===== config.mk =====
export PLATFORM = sky130hd
export DESIGN_NAME = ipd_doorbell
export DESIGN_NICKNAME = d
export VERILOG_FILES = /design/src/rtl/ipd_pkg.sv /design/src/rtl/ipd_sync.sv /design/src/rtl/ipd_doorbell.sv
export SDC_FILE = /design/constraint.sdc
export NUM_CORES = 1
export LEC_CHECK = 0
export CAP_MARGIN = 30
export CORE_MARGIN = 5
export CORE_UTILIZATION = 35
export CTS_BUF_LIST = sky130_fd_sc_hd__clkbuf_16
export CTS_CLUSTER_SIZE = 40
export DETAILED_ROUTE_END_ITERATION = 8
export DONT_BUFFER_PORTS = 1
export GPL_TIMING_DRIVEN = 0
export SYNTH_ARGS = -nofsm -noshare
export SYNTH_HDL_FRONTEND = slang
export SYNTH_SLANG_ARGS = --single-unit

===== constraint.sdc =====
create_clock -name i_mclk -period 5.2 [get_ports i_mclk]
set_input_delay 1.04 -clock i_mclk [delete_from_list [all_inputs] [get_ports i_mclk]]
set_output_delay 1.04 -clock i_mclk [all_outputs]
set_load 0.01 [all_outputs]

===== src/rtl/ipd_pkg.sv =====
// constants and types of the interprocessor doorbell block
package ipd_pkg;
  localparam logic [31:0] ICR_ARB_ADDR = 32'h2000_1F40;
  localparam logic [31:0] SCR_ADDR = 32'h2008_0000;
  localparam logic [31:0] MBR_ADDR = 32'h2008_0010;
  localparam int ICR_DMA_ERR = 15;
  localparam int ICR_FLUSH = 14;
  localparam int ICR_HALT = 8;
  localparam int ICR_IE = 6;
  localparam int ICR_EAE = 5;
  localparam int ICR_RQ = 0;
  localparam int SCR_SEL_LO = 1;
  localparam int SCR_SEL_HI = 3;
  localparam int SCR_AUX = 10;
  localparam int SCR_HALT_EN = 14;
  localparam int SCR_POK = 15;
  localparam int MBR_LO = 15;
  localparam int MBR_HI = 28;
  localparam logic [3:0] BE_LONG = 4'hF;
  localparam logic [9:0] DOORBELL_VEC = 10'h204;
  localparam logic [4:0] IPL_BR4 = 5'h14;
  localparam logic [4:0] IPL_BR5 = 5'h15;
  localparam logic [4:0] IPL_BR6 = 5'h16;
  localparam logic [4:0] IPL_BR7 = 5'h17;
  localparam logic [4:0] IPL_IVT = 5'h16;
  localparam logic [4:0] IPL_AFTER_BR = 5'h17;
  localparam logic [4:0] IPL_AFTER_IVT = 5'h16;
  localparam logic [4:0] IPL_AFTER_LOCAL = 5'h14;
  typedef enum logic [3:0] {
    SRC_NONE, SRC_BR7, SRC_IVT, SRC_BR6, SRC_BR5,
    SRC_CONSOLE, SRC_TIMER, SRC_DOORBELL, SRC_BR4
  } ipd_src_t;
  typedef enum logic {CFG_IDLE, CFG_WAIT} ipd_cfg_t;
endpackage : ipd_pkg


===== src/rtl/ipd_sync.sv =====
// two-stage synchroniser for pin inputs
`timescale 1ns/10ps
`default_nettype none
module ipd_sync #(
  parameter int W = 1
) (
  input wire logic i_mclk,
  input wire logic i_rst,
  input wire logic [W-1:0] i_d,
  output logic [W-1:0] o_q
);
  typedef struct packed {
    logic [W-1:0] s1;
    logic [W-1:0] s2;
  } ipd_sync_st_t;
  ipd_sync_st_t q, d;
  always_comb begin
    d.s1 = i_d;
    d.s2 = q.s1;
  end
  always_ff @(posedge i_mclk) begin
    if (i_rst) begin
      q <= '0;
    end else begin
      q <= d;
    end
  end
  assign o_q = q.s2;
endmodule : ipd_sync
`default_nettype wire


===== src/rtl/ipd_doorbell.sv =====
// communication, configuration and interrupt ranking logic
`timescale 1ns/10ps
`default_nettype none
module ipd_doorbell (
  input wire logic i_mclk,
  input wire logic i_rst,
  input wire logic [31:0] i_bus_addr,
  input wire logic i_bus_rd,
  input wire logic i_bus_wr,
  input wire logic [1:0] i_bus_be,
  input wire logic [15:0] i_bus_wdata,
  input wire logic i_self_master,
  output logic o_bus_ack,
  output logic [15:0] o_bus_rdata,
  input wire logic [31:0] i_cpu_addr,
  input wire logic i_cpu_rd,
  input wire logic i_cpu_wr,
  input wire logic [3:0] i_cpu_be,
  input wire logic [31:0] i_cpu_wdata,
  output logic o_cpu_ack,
  output logic o_cpu_err,
  output logic [31:0] o_cpu_rdata,
  output logic o_bus_request,
  input wire logic i_bus_grant,
  input wire logic i_dc_power_good,
  input wire logic i_io_reset_write,
  input wire logic i_dma_memory_error_flag,
  input wire logic i_slave_nonexistent_flag,
  input wire logic i_aux_strap,
  input wire logic i_bus_pok,
  input wire logic i_bus_halt,
  input wire logic [3:0] i_bus_br,
  input wire logic i_console_irq,
  input wire logic i_timer_irq,
  input wire logic i_interval_timer_irq,
  input wire logic [4:0] i_cpu_ipl,
  input wire logic i_int_ack,
  output logic o_int_req,
  output logic [4:0] o_int_level,
  output logic [9:0] o_int_vector,
  output logic o_iack_cycle,
  output logic o_set_ipl_valid,
  output logic [4:0] o_set_ipl,
  output logic o_map_cache_flush_all,
  output logic o_remote_halt_request,
  output logic o_local_mem_external_enable,
  output logic o_doorbell_int_request,
  output logic o_cpu_halt
);
  localparam int MBR_W = ipd_pkg::MBR_HI - ipd_pkg::MBR_LO + 1;
  typedef struct packed {
    logic aux;
    logic aux_done;
    logic qme;
    logic dma_prev;
    logic halt_req;
    logic dbie;
    logic eae;
    logic dbrq;
    logic flush;
    logic [MBR_W-1:0] map_base;
    logic [2:0] sel;
    logic halt_en;
    logic cpu_halt;
    ipd_pkg::ipd_cfg_t cfg;
    logic bus_req;
    logic bus_ack;
    logic [15:0] bus_rdata;
    logic cpu_ack;
    logic cpu_err;
    logic [31:0] cpu_rdata;
    ipd_pkg::ipd_src_t src;
    logic [4:0] level;
    logic [9:0] vec;
    logic iack;
    logic set_ipl_v;
    logic [4:0] set_ipl;
  } ipd_state_t;

  ipd_state_t q, d;
  logic [7:0] pins_s;
  logic dc_power_good_s, pok_s, bhalt_s, aux_s;
  logic [3:0] br_s, br_eff;
  logic [31:0] icr_addr;
  logic icr_on, icr_hit, icr_wr, icr_rd, db_grant;
  logic cpu_req, mbr_sel, scr_sel;
  logic [15:0] icr_val;
  logic [31:0] scr_val, cpu_val;
  ipd_pkg::ipd_src_t src_n;

  ipd_sync #(.W(8)) u_sync (
    .i_mclk(i_mclk),
    .i_rst(i_rst),
    .i_d({i_bus_br, i_aux_strap, i_bus_halt, i_bus_pok, i_dc_power_good}),
    .o_q(pins_s)
  );
  assign dc_power_good_s = pins_s[0];
  assign pok_s = pins_s[1];
  assign bhalt_s = pins_s[2];
  assign aux_s = pins_s[3];
  assign br_s = pins_s[7:4];

  // register address from role and select
  assign icr_addr = q.aux ? ipd_pkg::ICR_ARB_ADDR + {28'h0, q.sel, 1'b0}
                          : ipd_pkg::ICR_ARB_ADDR;
  assign icr_on = !q.aux || (q.sel != 3'h0);
  assign icr_hit = icr_on && (i_bus_addr == icr_addr);
  assign icr_wr = i_bus_wr && icr_hit;
  assign icr_rd = i_bus_rd && icr_hit;
  assign db_grant = i_int_ack && (q.src == ipd_pkg::SRC_DOORBELL);
  assign cpu_req = (i_cpu_rd || i_cpu_wr) && !q.cpu_ack;
  assign mbr_sel = i_cpu_addr == ipd_pkg::MBR_ADDR;
  assign scr_sel = i_cpu_addr == ipd_pkg::SCR_ADDR;
  assign br_eff = q.aux ? 4'h0 : br_s;

  // read images
  always_comb begin
    icr_val = '0;
    icr_val[ipd_pkg::ICR_DMA_ERR] = q.qme;
    icr_val[ipd_pkg::ICR_HALT] = q.halt_req;
    icr_val[ipd_pkg::ICR_IE] = q.dbie;
    icr_val[ipd_pkg::ICR_EAE] = q.eae;
    icr_val[ipd_pkg::ICR_RQ] = q.dbrq;
    scr_val = '0;
    scr_val[ipd_pkg::SCR_SEL_HI:ipd_pkg::SCR_SEL_LO] = q.sel;
    scr_val[ipd_pkg::SCR_AUX] = q.aux;
    scr_val[ipd_pkg::SCR_HALT_EN] = q.halt_en;
    scr_val[ipd_pkg::SCR_POK] = pok_s;
    cpu_val = '0;
    if (scr_sel) begin
      cpu_val = scr_val;
    end else if (mbr_sel) begin
      cpu_val[ipd_pkg::MBR_HI:ipd_pkg::MBR_LO] = q.map_base;
    end
  end

  // interrupt ranking
  always_comb begin
    src_n = ipd_pkg::SRC_NONE;
    if (br_eff[3] && i_cpu_ipl < ipd_pkg::IPL_BR7) begin
      src_n = ipd_pkg::SRC_BR7;
    end else if (i_interval_timer_irq && i_cpu_ipl < ipd_pkg::IPL_IVT) begin
      src_n = ipd_pkg::SRC_IVT;
    end else if (br_eff[2] && i_cpu_ipl < ipd_pkg::IPL_BR6) begin
      src_n = ipd_pkg::SRC_BR6;
    end else if (br_eff[1] && i_cpu_ipl < ipd_pkg::IPL_BR5) begin
      src_n = ipd_pkg::SRC_BR5;
    end else if (i_cpu_ipl < ipd_pkg::IPL_BR4) begin
      if (i_console_irq) begin
        src_n = ipd_pkg::SRC_CONSOLE;
      end else if (i_timer_irq) begin
        src_n = ipd_pkg::SRC_TIMER;
      end else if (q.dbrq) begin
        src_n = ipd_pkg::SRC_DOORBELL;
      end else if (br_eff[0]) begin
        src_n = ipd_pkg::SRC_BR4;
      end
    end
  end

  always_comb begin
    d = q;
    d.flush = 1'b0;
    d.bus_ack = 1'b0;
    d.cpu_ack = 1'b0;
    d.cpu_err = 1'b0;
    d.iack = 1'b0;
    d.set_ipl_v = 1'b0;
    d.dma_prev = i_dma_memory_error_flag;
    if (!q.aux_done) begin
      d.aux = aux_s;
      d.aux_done = dc_power_good_s; // strap valid once chain carries power good
    end
    // acknowledge of the presented source
    if (i_int_ack && q.src != ipd_pkg::SRC_NONE) begin
      d.set_ipl_v = 1'b1;
      unique case (q.src)
        ipd_pkg::SRC_IVT: d.set_ipl = ipd_pkg::IPL_AFTER_IVT;
        ipd_pkg::SRC_CONSOLE, ipd_pkg::SRC_TIMER,
        ipd_pkg::SRC_DOORBELL: d.set_ipl = ipd_pkg::IPL_AFTER_LOCAL;
        default: begin
          d.set_ipl = ipd_pkg::IPL_AFTER_BR;
          d.iack = 1'b1;
        end
      endcase
    end
    if (db_grant) begin
      d.dbrq = 1'b0;
    end
    // I/O reset write
    if (i_io_reset_write) begin
      d.qme = 1'b0;
      d.halt_req = 1'b0;
      d.dbie = 1'b0;
      if (q.aux) begin
        d.eae = 1'b0;
      end
    end
    if (q.dma_prev && !i_dma_memory_error_flag) begin
      d.qme = 1'b0;
    end
    if (i_dma_memory_error_flag || i_slave_nonexistent_flag) begin
      d.qme = 1'b1;
    end
    // backplane access to the communication register
    d.bus_ack = icr_wr || icr_rd;
    if (icr_rd) begin
      d.bus_rdata = icr_val;
    end
    if (icr_wr) begin
      if (i_bus_be[1]) begin
        d.flush = i_bus_wdata[ipd_pkg::ICR_FLUSH];
        if (q.aux) begin
          d.halt_req = i_bus_wdata[ipd_pkg::ICR_HALT];
        end
      end
      if (i_bus_be[0]) begin
        if (i_self_master) begin
          d.dbie = i_bus_wdata[ipd_pkg::ICR_IE];
          d.eae = i_bus_wdata[ipd_pkg::ICR_EAE];
        end
        if (i_bus_wdata[ipd_pkg::ICR_RQ]) begin
          d.dbrq = 1'b1;
        end
      end
    end
    // local CPU access
    unique case (q.cfg)
      ipd_pkg::CFG_IDLE: begin
        if (cpu_req) begin
          if (mbr_sel && i_cpu_be != ipd_pkg::BE_LONG) begin
            d.cpu_ack = 1'b1;
            d.cpu_err = 1'b1;
            d.cpu_rdata = '0;
          end else if (scr_sel && i_cpu_wr) begin
            d.cfg = ipd_pkg::CFG_WAIT;
            d.bus_req = 1'b1;
          end else begin
            d.cpu_ack = 1'b1;
            d.cpu_rdata = i_cpu_rd ? cpu_val : '0;
            if (i_cpu_wr && mbr_sel) begin
              d.map_base = i_cpu_wdata[ipd_pkg::MBR_HI:ipd_pkg::MBR_LO];
              d.flush = 1'b1;
            end
          end
        end
      end
      ipd_pkg::CFG_WAIT: begin
        if (i_bus_grant) begin
          if (i_cpu_be[0]) begin
            d.sel = i_cpu_wdata[ipd_pkg::SCR_SEL_HI:ipd_pkg::SCR_SEL_LO];
          end
          if (i_cpu_be[1]) begin
            d.halt_en = i_cpu_wdata[ipd_pkg::SCR_HALT_EN];
          end
          d.cpu_ack = 1'b1;
          d.cpu_rdata = '0;
          d.bus_req = 1'b0;
          d.cfg = ipd_pkg::CFG_IDLE;
        end
      end
    endcase
    // power fault clears win over everything
    if (!dc_power_good_s) begin
      d.qme = 1'b0;
      d.halt_req = 1'b0;
      d.dbie = 1'b0;
      d.eae = 1'b0;
      d.dbrq = 1'b0;
      d.sel = 3'h0;
      d.halt_en = 1'b0;
    end
    if (!d.dbie) begin
      d.dbrq = 1'b0;
    end
    d.cpu_halt = (q.aux && q.halt_req)
               || (q.halt_en && bhalt_s);
    d.src = src_n;
    d.vec = '0;
    unique case (src_n)
      ipd_pkg::SRC_BR7: d.level = ipd_pkg::IPL_BR7;
      ipd_pkg::SRC_IVT: d.level = ipd_pkg::IPL_IVT;
      ipd_pkg::SRC_BR6: d.level = ipd_pkg::IPL_BR6;
      ipd_pkg::SRC_BR5: d.level = ipd_pkg::IPL_BR5;
      ipd_pkg::SRC_NONE: d.level = '0;
      default: d.level = ipd_pkg::IPL_BR4;
    endcase
    if (src_n == ipd_pkg::SRC_DOORBELL) begin
      d.vec = ipd_pkg::DOORBELL_VEC;
    end
  end

  always_ff @(posedge i_mclk) begin
    if (i_rst) begin
      q <= '0;
    end else begin
      q <= d;
    end
  end

  assign o_bus_ack = q.bus_ack;
  assign o_bus_rdata = q.bus_rdata;
  assign o_cpu_ack = q.cpu_ack;
  assign o_cpu_err = q.cpu_err;
  assign o_cpu_rdata = q.cpu_rdata;
  assign o_bus_request = q.bus_req;
  assign o_int_req = q.src != ipd_pkg::SRC_NONE;
  assign o_int_level = q.level;
  assign o_int_vector = q.vec;
  assign o_iack_cycle = q.iack;
  assign o_set_ipl_valid = q.set_ipl_v;
  assign o_set_ipl = q.set_ipl;
  assign o_map_cache_flush_all = q.flush;
  assign o_remote_halt_request = q.halt_req;
  assign o_local_mem_external_enable = q.eae;
  assign o_doorbell_int_request = q.dbrq;
  assign o_cpu_halt = q.cpu_halt;

  // checks
  property p_byte_lane;
    @(posedge i_mclk) disable iff (i_rst)
      (icr_wr && i_bus_be == 2'b01 && dc_power_good_s && !i_io_reset_write)
      |=> $stable(q.halt_req);
  endproperty
  a_byte_lane: assert property (p_byte_lane)
    else $error("low byte write changed high byte");

  property p_arb_decode;
    @(posedge i_mclk) disable iff (i_rst)
      (!q.aux && i_bus_rd && i_bus_addr == ipd_pkg::ICR_ARB_ADDR)
      |=> o_bus_ack;
  endproperty
  a_arb_decode: assert property (p_arb_decode)
    else $error("arbiter register address not answered");

  property p_err_bit;
    @(posedge i_mclk) disable iff (i_rst)
      (i_slave_nonexistent_flag && dc_power_good_s) |=> q.qme;
  endproperty
  a_err_bit: assert property (p_err_bit)
    else $error("error bit not set by error flag");

  property p_icr_flush;
    @(posedge i_mclk) disable iff (i_rst)
      (icr_wr && i_bus_be[1] && i_bus_wdata[ipd_pkg::ICR_FLUSH])
      |=> o_map_cache_flush_all ##1 !o_bus_rdata[ipd_pkg::ICR_FLUSH];
  endproperty
  a_icr_flush: assert property (p_icr_flush)
    else $error("flush bit write did not flush");

  property p_arb_no_halt;
    @(posedge i_mclk) disable iff (i_rst)
      (q.aux_done && !q.aux) |-> !o_cpu_halt || (q.halt_en || $past(q.halt_en));
  endproperty
  a_arb_no_halt: assert property (p_arb_no_halt)
    else $error("remote halt acted on arbiter");

  property p_req_needs_en;
    @(posedge i_mclk) disable iff (i_rst)
      !q.dbie |-> !o_doorbell_int_request;
  endproperty
  a_req_needs_en: assert property (p_req_needs_en)
    else $error("doorbell request without enable");

  property p_grant_clears;
    @(posedge i_mclk) disable iff (i_rst)
      (db_grant && !icr_wr) |=> !q.dbrq ##1 o_set_ipl == ipd_pkg::IPL_AFTER_LOCAL;
  endproperty
  a_grant_clears: assert property (p_grant_clears)
    else $error("grant did not clear doorbell");

  property p_ipl_doorbell;
    @(posedge i_mclk) disable iff (i_rst)
      db_grant |=> o_set_ipl_valid && o_set_ipl == ipd_pkg::IPL_AFTER_LOCAL;
  endproperty
  a_ipl_doorbell: assert property (p_ipl_doorbell)
    else $error("wrong priority after doorbell");

  property p_mbr_flush;
    @(posedge i_mclk) disable iff (i_rst)
      (q.cfg == ipd_pkg::CFG_IDLE && cpu_req && i_cpu_wr && mbr_sel
       && i_cpu_be == ipd_pkg::BE_LONG) |=> o_map_cache_flush_all && o_cpu_ack;
  endproperty
  a_mbr_flush: assert property (p_mbr_flush)
    else $error("map base write did not flush");

  property p_scr_wait;
    @(posedge i_mclk) disable iff (i_rst)
      (q.cfg == ipd_pkg::CFG_WAIT && !i_bus_grant && dc_power_good_s)
      |=> $stable(q.sel) && !o_cpu_ack && o_bus_request;
  endproperty
  a_scr_wait: assert property (p_scr_wait)
    else $error("configuration updated before mastership");
endmodule : ipd_doorbell
`default_nettype wire


==> results of run 1 <==
==> logic make-up after synthesis <==
family | after synthesis | share of synthesized area (%)
buf+inv | 86 | 14.4
simple gates | 173 | 27.3
other cells | 1 | 0.0908
compound gates | 66 | 11.5
mux | 20 | 4.85
flops | 86 | 41.7
xor+xnor | 1 | 0.212
==> worst min-delay path by stage <==
stage / endpoint / slack [ps] / depth (start not counted) / from
after CTS: u_sync.o_q[4] / 440 / 1 / u_sync.d[4]
after floorplan: u_sync.o_q[0] / 410 / 1 / u_sync.d[0]
after global placement: u_sync.o_q[0] / 420 / 1 / u_sync.d[0]
after global routing: u_sync.o_q[7] / 460 / 1 / u_sync.d[7]
after detailed placement: u_sync.o_q[4] / 420 / 1 / u_sync.d[4]
final: u_sync.o_q[4] / 430 / 1 / u_sync.d[4]
==> area by class of cell <==
| cell class | instances | area share [%] |
|---|---|---|
| Buffer | 81 | 12.2 |
| Clock buffer | 9 | 4.80 |
| Clock inverter | 7 | 0.720 |
| Inverter | 5 | 0.400 |
| Multi-Input combinational cell | 294 | 41.3 |
| Sequential cell | 86 | 36.7 |
| Tap cell | 143 | 3.81 |
==> worst max-delay path: stages <==
cell and delay (ps):
nor3b_1 340, nand4_4 220, nor4_4 550, buf_6 250, mux2i_1 220, nor2_1 50
==> registers in the layout, indices dropped and copies added (netlist names), 2 cells and up <==
register and cells:
icr_val 2, o_set_ipl 3, q 26, o_int_level 3, o_bus_rdata 5, u_sync.o_q 8
u_sync.d 8, o_cpu_rdata 19
==> placed cells by master, fill, tap and decap left out, types with 4 or more instances in the layout <==
cell | Yosys | final
a21oi_1 | 12 | 12
mux2i_1 | 20 | 20
nor3_1 | 5 | 5
clkbuf_1 | 7 | 7
clkbuf_16 | 0 | 9
and4_1 | 6 | 6
nor2b_1 | 23 | 23
nand2b_1 | 6 | 6
conb_1 | 1 | 34
nand4_1 | 13 | 13
dfxtp_1 | 86 | 86
nand3_1 | 16 | 16
inv_1 | 5 | 7
buf_4 | 69 | 69
o21ai_0 | 16 | 16
nor2_1 | 37 | 37
nor4_1 | 5 | 5
a22o_1 | 8 | 8
and2_1 | 10 | 10
nor4_4 | 9 | 9
a31oi_1 | 4 | 4
nand2_1 | 24 | 24
==> per-layer routing <==
layer / vias up / share of wire, %
li1: 1527 / -
met1: 1400 / 42
met2: 128 / 48
met3: 8 / 8.7
met4: 0 / 0.86
met5: - / 0
==> power groups by stage <==
stage	Combinational (uW)	Sequential [uW]	Clock, uW
2_1_floorplan	98.3	693	0
3_3_place_gp	114	695	0
3_5_place_dp	115	696	0
4_1_cts	115	681	581
5_1_grt	128	682	610
6_report	115	681	562
==> per-stage QoR <==
| step | hold WS [ps] | cells | area, um^2 |
|---|---|---|---|
| after floorplan | 414 | 466 | 4250 |
| after global placement | 422 | 609 | 4430 |
| after detailed placement | 422 | 609 | 4430 |
| after CTS | 435 | 625 | 4690 |
| after global routing | 459 | 625 | 4690 |
| final | 434 | 625 | 4690 |
==> results.md, run 1 <==
* Most used DFF post-synth: dfxtp_1
* Setup CP Type: in -> reg
* Clock power frac at ~41%
* Met3 track demand over resource at around 6.1%
* DPL Wire Length at 8270 um
* Worst skew pair latency at 330 ps
* Mapped Area at 4130 um^2
* Remaining DRCs at 0
* Yosys warnings at 0
* Final Setup Violations at 0
* Worst slack at placement at around 2400 ps
* Nets at 623
* Vias after detailed routing at between 3,000 and 4,000
* Met1 Usage GRT at approximately 17%
* Skew final at around 3.8 ps
* Core area at 11,500 um^2
* Slew @ Worst Pin at 766 ps
* Total track usage at 14.5%
* Nature of the critical path endpoint: register
* Gr busiest metal: met2
* RR Startpoint: q[78]
* Initial DRT Pass Iterations at 5
* Leak at 0.00192 uW
* Crit path launch type: input port
* Top-count cell post-synth: dfxtp_1
* Hold Vio Cnt, Final at 0
* Clock Pin Slew Worst Setup and Hold Paths at 60 ps
* Fillers at 1,168
* Share of the synthesized area in the top cell type at 41.7%
* Worst setup margin at 2730 ps
* Post-CTS resize count at 0
* Gate power share at under 10%
* Min-Delay Path Class: reg -> reg
* Tcrit/Tclk final at 47.6%
* N_diodes at 0
* CTS tree: yes
* Reg2reg end: q[91]
* FF-to-FF path depth at 7
* Crit path capture: q[91]
* Initial core utilization at between 30% and 40%
* Synth cell count leaders: dfxtp_1, buf_4, nor2_1
* P_sw at 316 uW
* Max Fclk at 404 MHz
* Fraction of layout cells with a size suffix above 1 at roughly 22%
* Port Buf Inserts at 0
* Synth Instances at 433
* Met2 Use GR at between 20% and 30%
* Power, Total at about 1400 uW
* Final setup TNS at 0 ps
* Multi-input gate area at 1940 um^2
* Internal power at 1040 uW
* Io pins at 226
* #FFs+latches synth at 86
* Area of the die at 14,100 um^2
* Setup repair bufs after CTS at 0
* Die X at about 120 um
* CP required at 5410 ps
* Hold buffer count at CTS at 0
* Most area-consuming cells after synthesis: dfxtp_1, buf_4, mux2i_1, nor4_4, nor2b_1
* First-pass GRT wire length at 16,300 um
* Worst EP arrival at between 2000 and 3000 ps
* DRT Wirelength at 10,300 um
* Largest net degree at the start of global routing at 14
* Overflow after GRT at 0
* Max-Cap Viols at 0
* Crit-path max FO at 10
* Sequential element share of the synthesized area at 41.7%
* Slew headroom at approximately half
* Clock root cell: clkbuf_16
* Die Y at 119 um
* Std cell rows at 39
* Util after Layout at about two fifths
* Routability Congestion at 0.796
* Register area at 1720 um^2
* Post-synth EDFFs at 0
* Maximum vdd drop at 0.000208 V
* Post-synth ARST share at 0%
* Number of global-route vias before repair at 3,054
* Post-synth top area cell: dfxtp_1
* Antenna Nets Post-Route at 0
* Drt via density at 4.90
* CTS Buffer Depth at 2
* Syn_area_per_cell at 9.54 um^2
* Min Clock Period, post-route at 2470 ps
* Switching share of power at a little under a quarter
* Wire length per cell at between 15 and 20 um
* Setup slack, reg-to-reg at 3080 ps
* RSZ-0062 raised after global routing: no
* Pwr/cell area at slightly below 300 nW/um^2
* H-tree depth at 3
* Initial antenna violation count at 0
* CTS buffer count at 9
* Critical Path Source: i_cpu_addr[26]
* Clock Sinks at 86
* Layout area overhead at 13.6%
* Count of pins over their slew limit at 0
* Status: completed
* Reg power frac at 50.2%
* Unique cell type count in the Yosys netlist at 56
* Initial DRC Count at 102
No activity file was read; power rests on OpenSTA's default activity.
==> run 2: changes to the inputs <==
- ABC_AREA: unset -> 1
- clock period: 5.2 -> 2.32 ns (I/O delays scaled with it)
==> run 2 against run 1 <==
Area after synthesis is 14% higher. Clock power grew to 2.6 times the previous value. Wire length grew 15%. Die area is 13% higher. Critical path depth is 2 higher. Clock skew is 4.2 ps higher. Hold slack lost 210 ps. Total power increased by 150%. Core utilization fell by 0.34 points. Flip-flop and latch count is the same. Synthesized cell count is 61% higher. Global-route usage rose by 0.38 points. Critical path type is now reg -> reg.
==> results.md, run 2 <==
* Metal3 WL at between 1000 and 1500 um
* Initial DRC Count at 211
* Layout area overhead at 13.6%
* Worst EP arrival at 1860 ps
* RSZ-0062 raised after global routing: no
* Count of pins over their slew limit at 0
* Multi-input gate area at 2150 um^2
* Max layer used: met4
* Vias after detailed routing at about 4,000
* Io pins at between 200 and 250
* Maximum vdd drop at 0.000308 V
* Wire length per cell at 12.8 um
* Std cell rows at between 40 and 50
* Area of the die at 15,900 um^2
* Fillers at 1,458
* Largest delay contributor family on the critical path: simple AND/OR/NAND/NOR gates
* Post-synth ARST share at 0%
* Clock root cell: clkbuf_16
* Worst setup margin at 686 ps
* N_diodes at 0
* Routability Congestion at between 0.8 and 0.9
* Post-synth top area cell: dfxtp_1
* CTS tree: yes
* Fraction of layout cells with a size suffix above 1 at 18.0%
* Core area at 13,200 um^2
* Most area-consuming cells after synthesis: dfxtp_1, nor2_1, buf_4, nand2_1, inv_1
* Worst skew pair latency at approximately 340 ps
* Top-count cell post-synth: nor2_1
* Clock Pin Slew Worst Setup and Hold Paths at about 60 ps
* Min Clock Period, post-route at 1630 ps
* First-pass GRT wire length at 18,800 um
* Status: completed
* CTS Buffer Depth at 2
* Sequential element share of the synthesized area at 36.6%
* Crit path launch type: register
* Port Buf Inserts at 0
* Overflow after GRT at 0
* Unique cell type count in the Yosys netlist at 32
* Most used DFF post-synth: dfxtp_1
* CP Buf/Inv Count at 2
* Sequence of cells on the critical path: buf_4 > inv_2 > o21ai_1 > nand3_1 > nor2_2 > nand3_2 > o21ai_0 > a21oi_1
* CTS buffer count at 9
* Synth cell count leaders: nor2_1, nand2_1, dfxtp_1
* Hold buffer count at CTS at 0
* Min-Delay Path Class: in -> reg
* Worst slack at placement at 510 ps
* Nets at 889
* Skew final at 7.95 ps
* Die Y at 126 um
* Tcrit/Tclk final at 70.4%
* Placed inst area at 5050 um^2
* Final setup TNS at 0 ps
* Max-Cap Viols at 0
* Post-synth EDFFs at 0
* Hold Vio Cnt, Final at 0
* Drt via density at 4.32
* Commonest non-fill, non-tap cell in the layout: nor2_1
* Met2 wire len at 5520 um
* Antenna Nets Post-Route at 0
* DRT Wirelength at 11,900 um
* Final Cell Area at 5350 um^2
* Max reg flops at 26
* Largest net degree at the start of global routing at 16
* H-tree depth at 3
* Reg with most FFs: q
* Yosys warnings at 0
* CP max stage cell: dfxtp_1
* Post-Place Cells at 908
* Slew @ Worst Pin at 627 ps
* Syn_area_per_cell at 6.74 um^2
* Leak at 0.00244 uW
* Pwr/cell area at 634 nW/um^2
* Setup repair bufs after CTS at 0
* Total track usage at 14.9%
* Crit-path max FO at 10
* Mapped Area at 4710 um^2
* Nature of the critical path endpoint: register
* Die X at 126 um
* M1 wire length at approximately 5000 um
* Initial DRT Pass Iterations at 4
* Most frequent cells in the layout: nor2_1, nand2_1, dfxtp_1, inv_1, buf_4
* Finished Layout Cells at 924
* Clock Sinks at 86
* Crit-path max cell delay at 320 ps
* Initial core utilization at 35.6%
* Setup CP Type: reg -> reg
* Register area at 1720 um^2
* #FFs+latches synth at 86
* Synth Instances at ~700
* Share of the synthesized area in the top cell type at 36.6%
* Number of global-route vias before repair at 3,752
* Post-CTS resize count at 0
* CP required at 2550 ps
* Slew headroom at 58.2%
* Initial antenna violation count at 0
* Max Fclk at 612 MHz
* DPL Wire Length at 9560 um
* Remaining DRCs at 0
* Final Setup Violations at 0
-- run 2: logic make-up after synthesis --
group / synth area share, %
other: 0.0796
AND/OR/NAND/NOR: 35.9
buffers and inverters: 20.3
AO/OA/AOI/OAI: 7.12
flip-flops: 36.6
-- run 2: through the flow --
step	hold slack, ps	power [uW]	util (%)
3_5_place_dp	392	1980	38.2
6_report	224	3390	40.4
5_1_grt	210	3560	40.4
2_1_floorplan	388	1910	-
4_1_cts	207	3450	40.4
3_3_place_gp	390	1980	38.2
-- run 2: path summary, 6_finish.rpt --
kind                             startpoint             end  slack [ps]  cells past startpoint
worst max-delay path                 q[106]  o_bus_rdata[5]         690                      8
worst min-delay path            i_aux_strap     u_sync.d[3]         220                      2
worst max register to register       q[106]  o_bus_rdata[5]         690                      8
worst min register to register  u_sync.d[5]   u_sync.o_q[5]         400                      2
-- run 2: final cells by class --
cell class / count / share of cell area (%)
Multi-Input combinational cell: 473 / 40.3
Sequential cell: 86 / 32.2
Buffer: 85 / 11.7
Inverter: 88 / 6.17
Clock buffer: 9 / 4.21
Tap cell: 176 / 4.12
Clock inverter: 7 / 1.36
-- run 2: power breakdown --
part | leakage, uW | internal [uW] | switching (uW)
logic | 0.00160 | 165 | 229
registers | 0.000702 | 1530 | 25.0
clock network | 0.000148 | 838 | 607
-- run 2: per-layer routing --
layer,GRT usage [%],up-vias
li1,-,2144
met1,18.3,1699
met2,24.4,133
met3,4.95,14
met4,5.62,0
met5,0,-
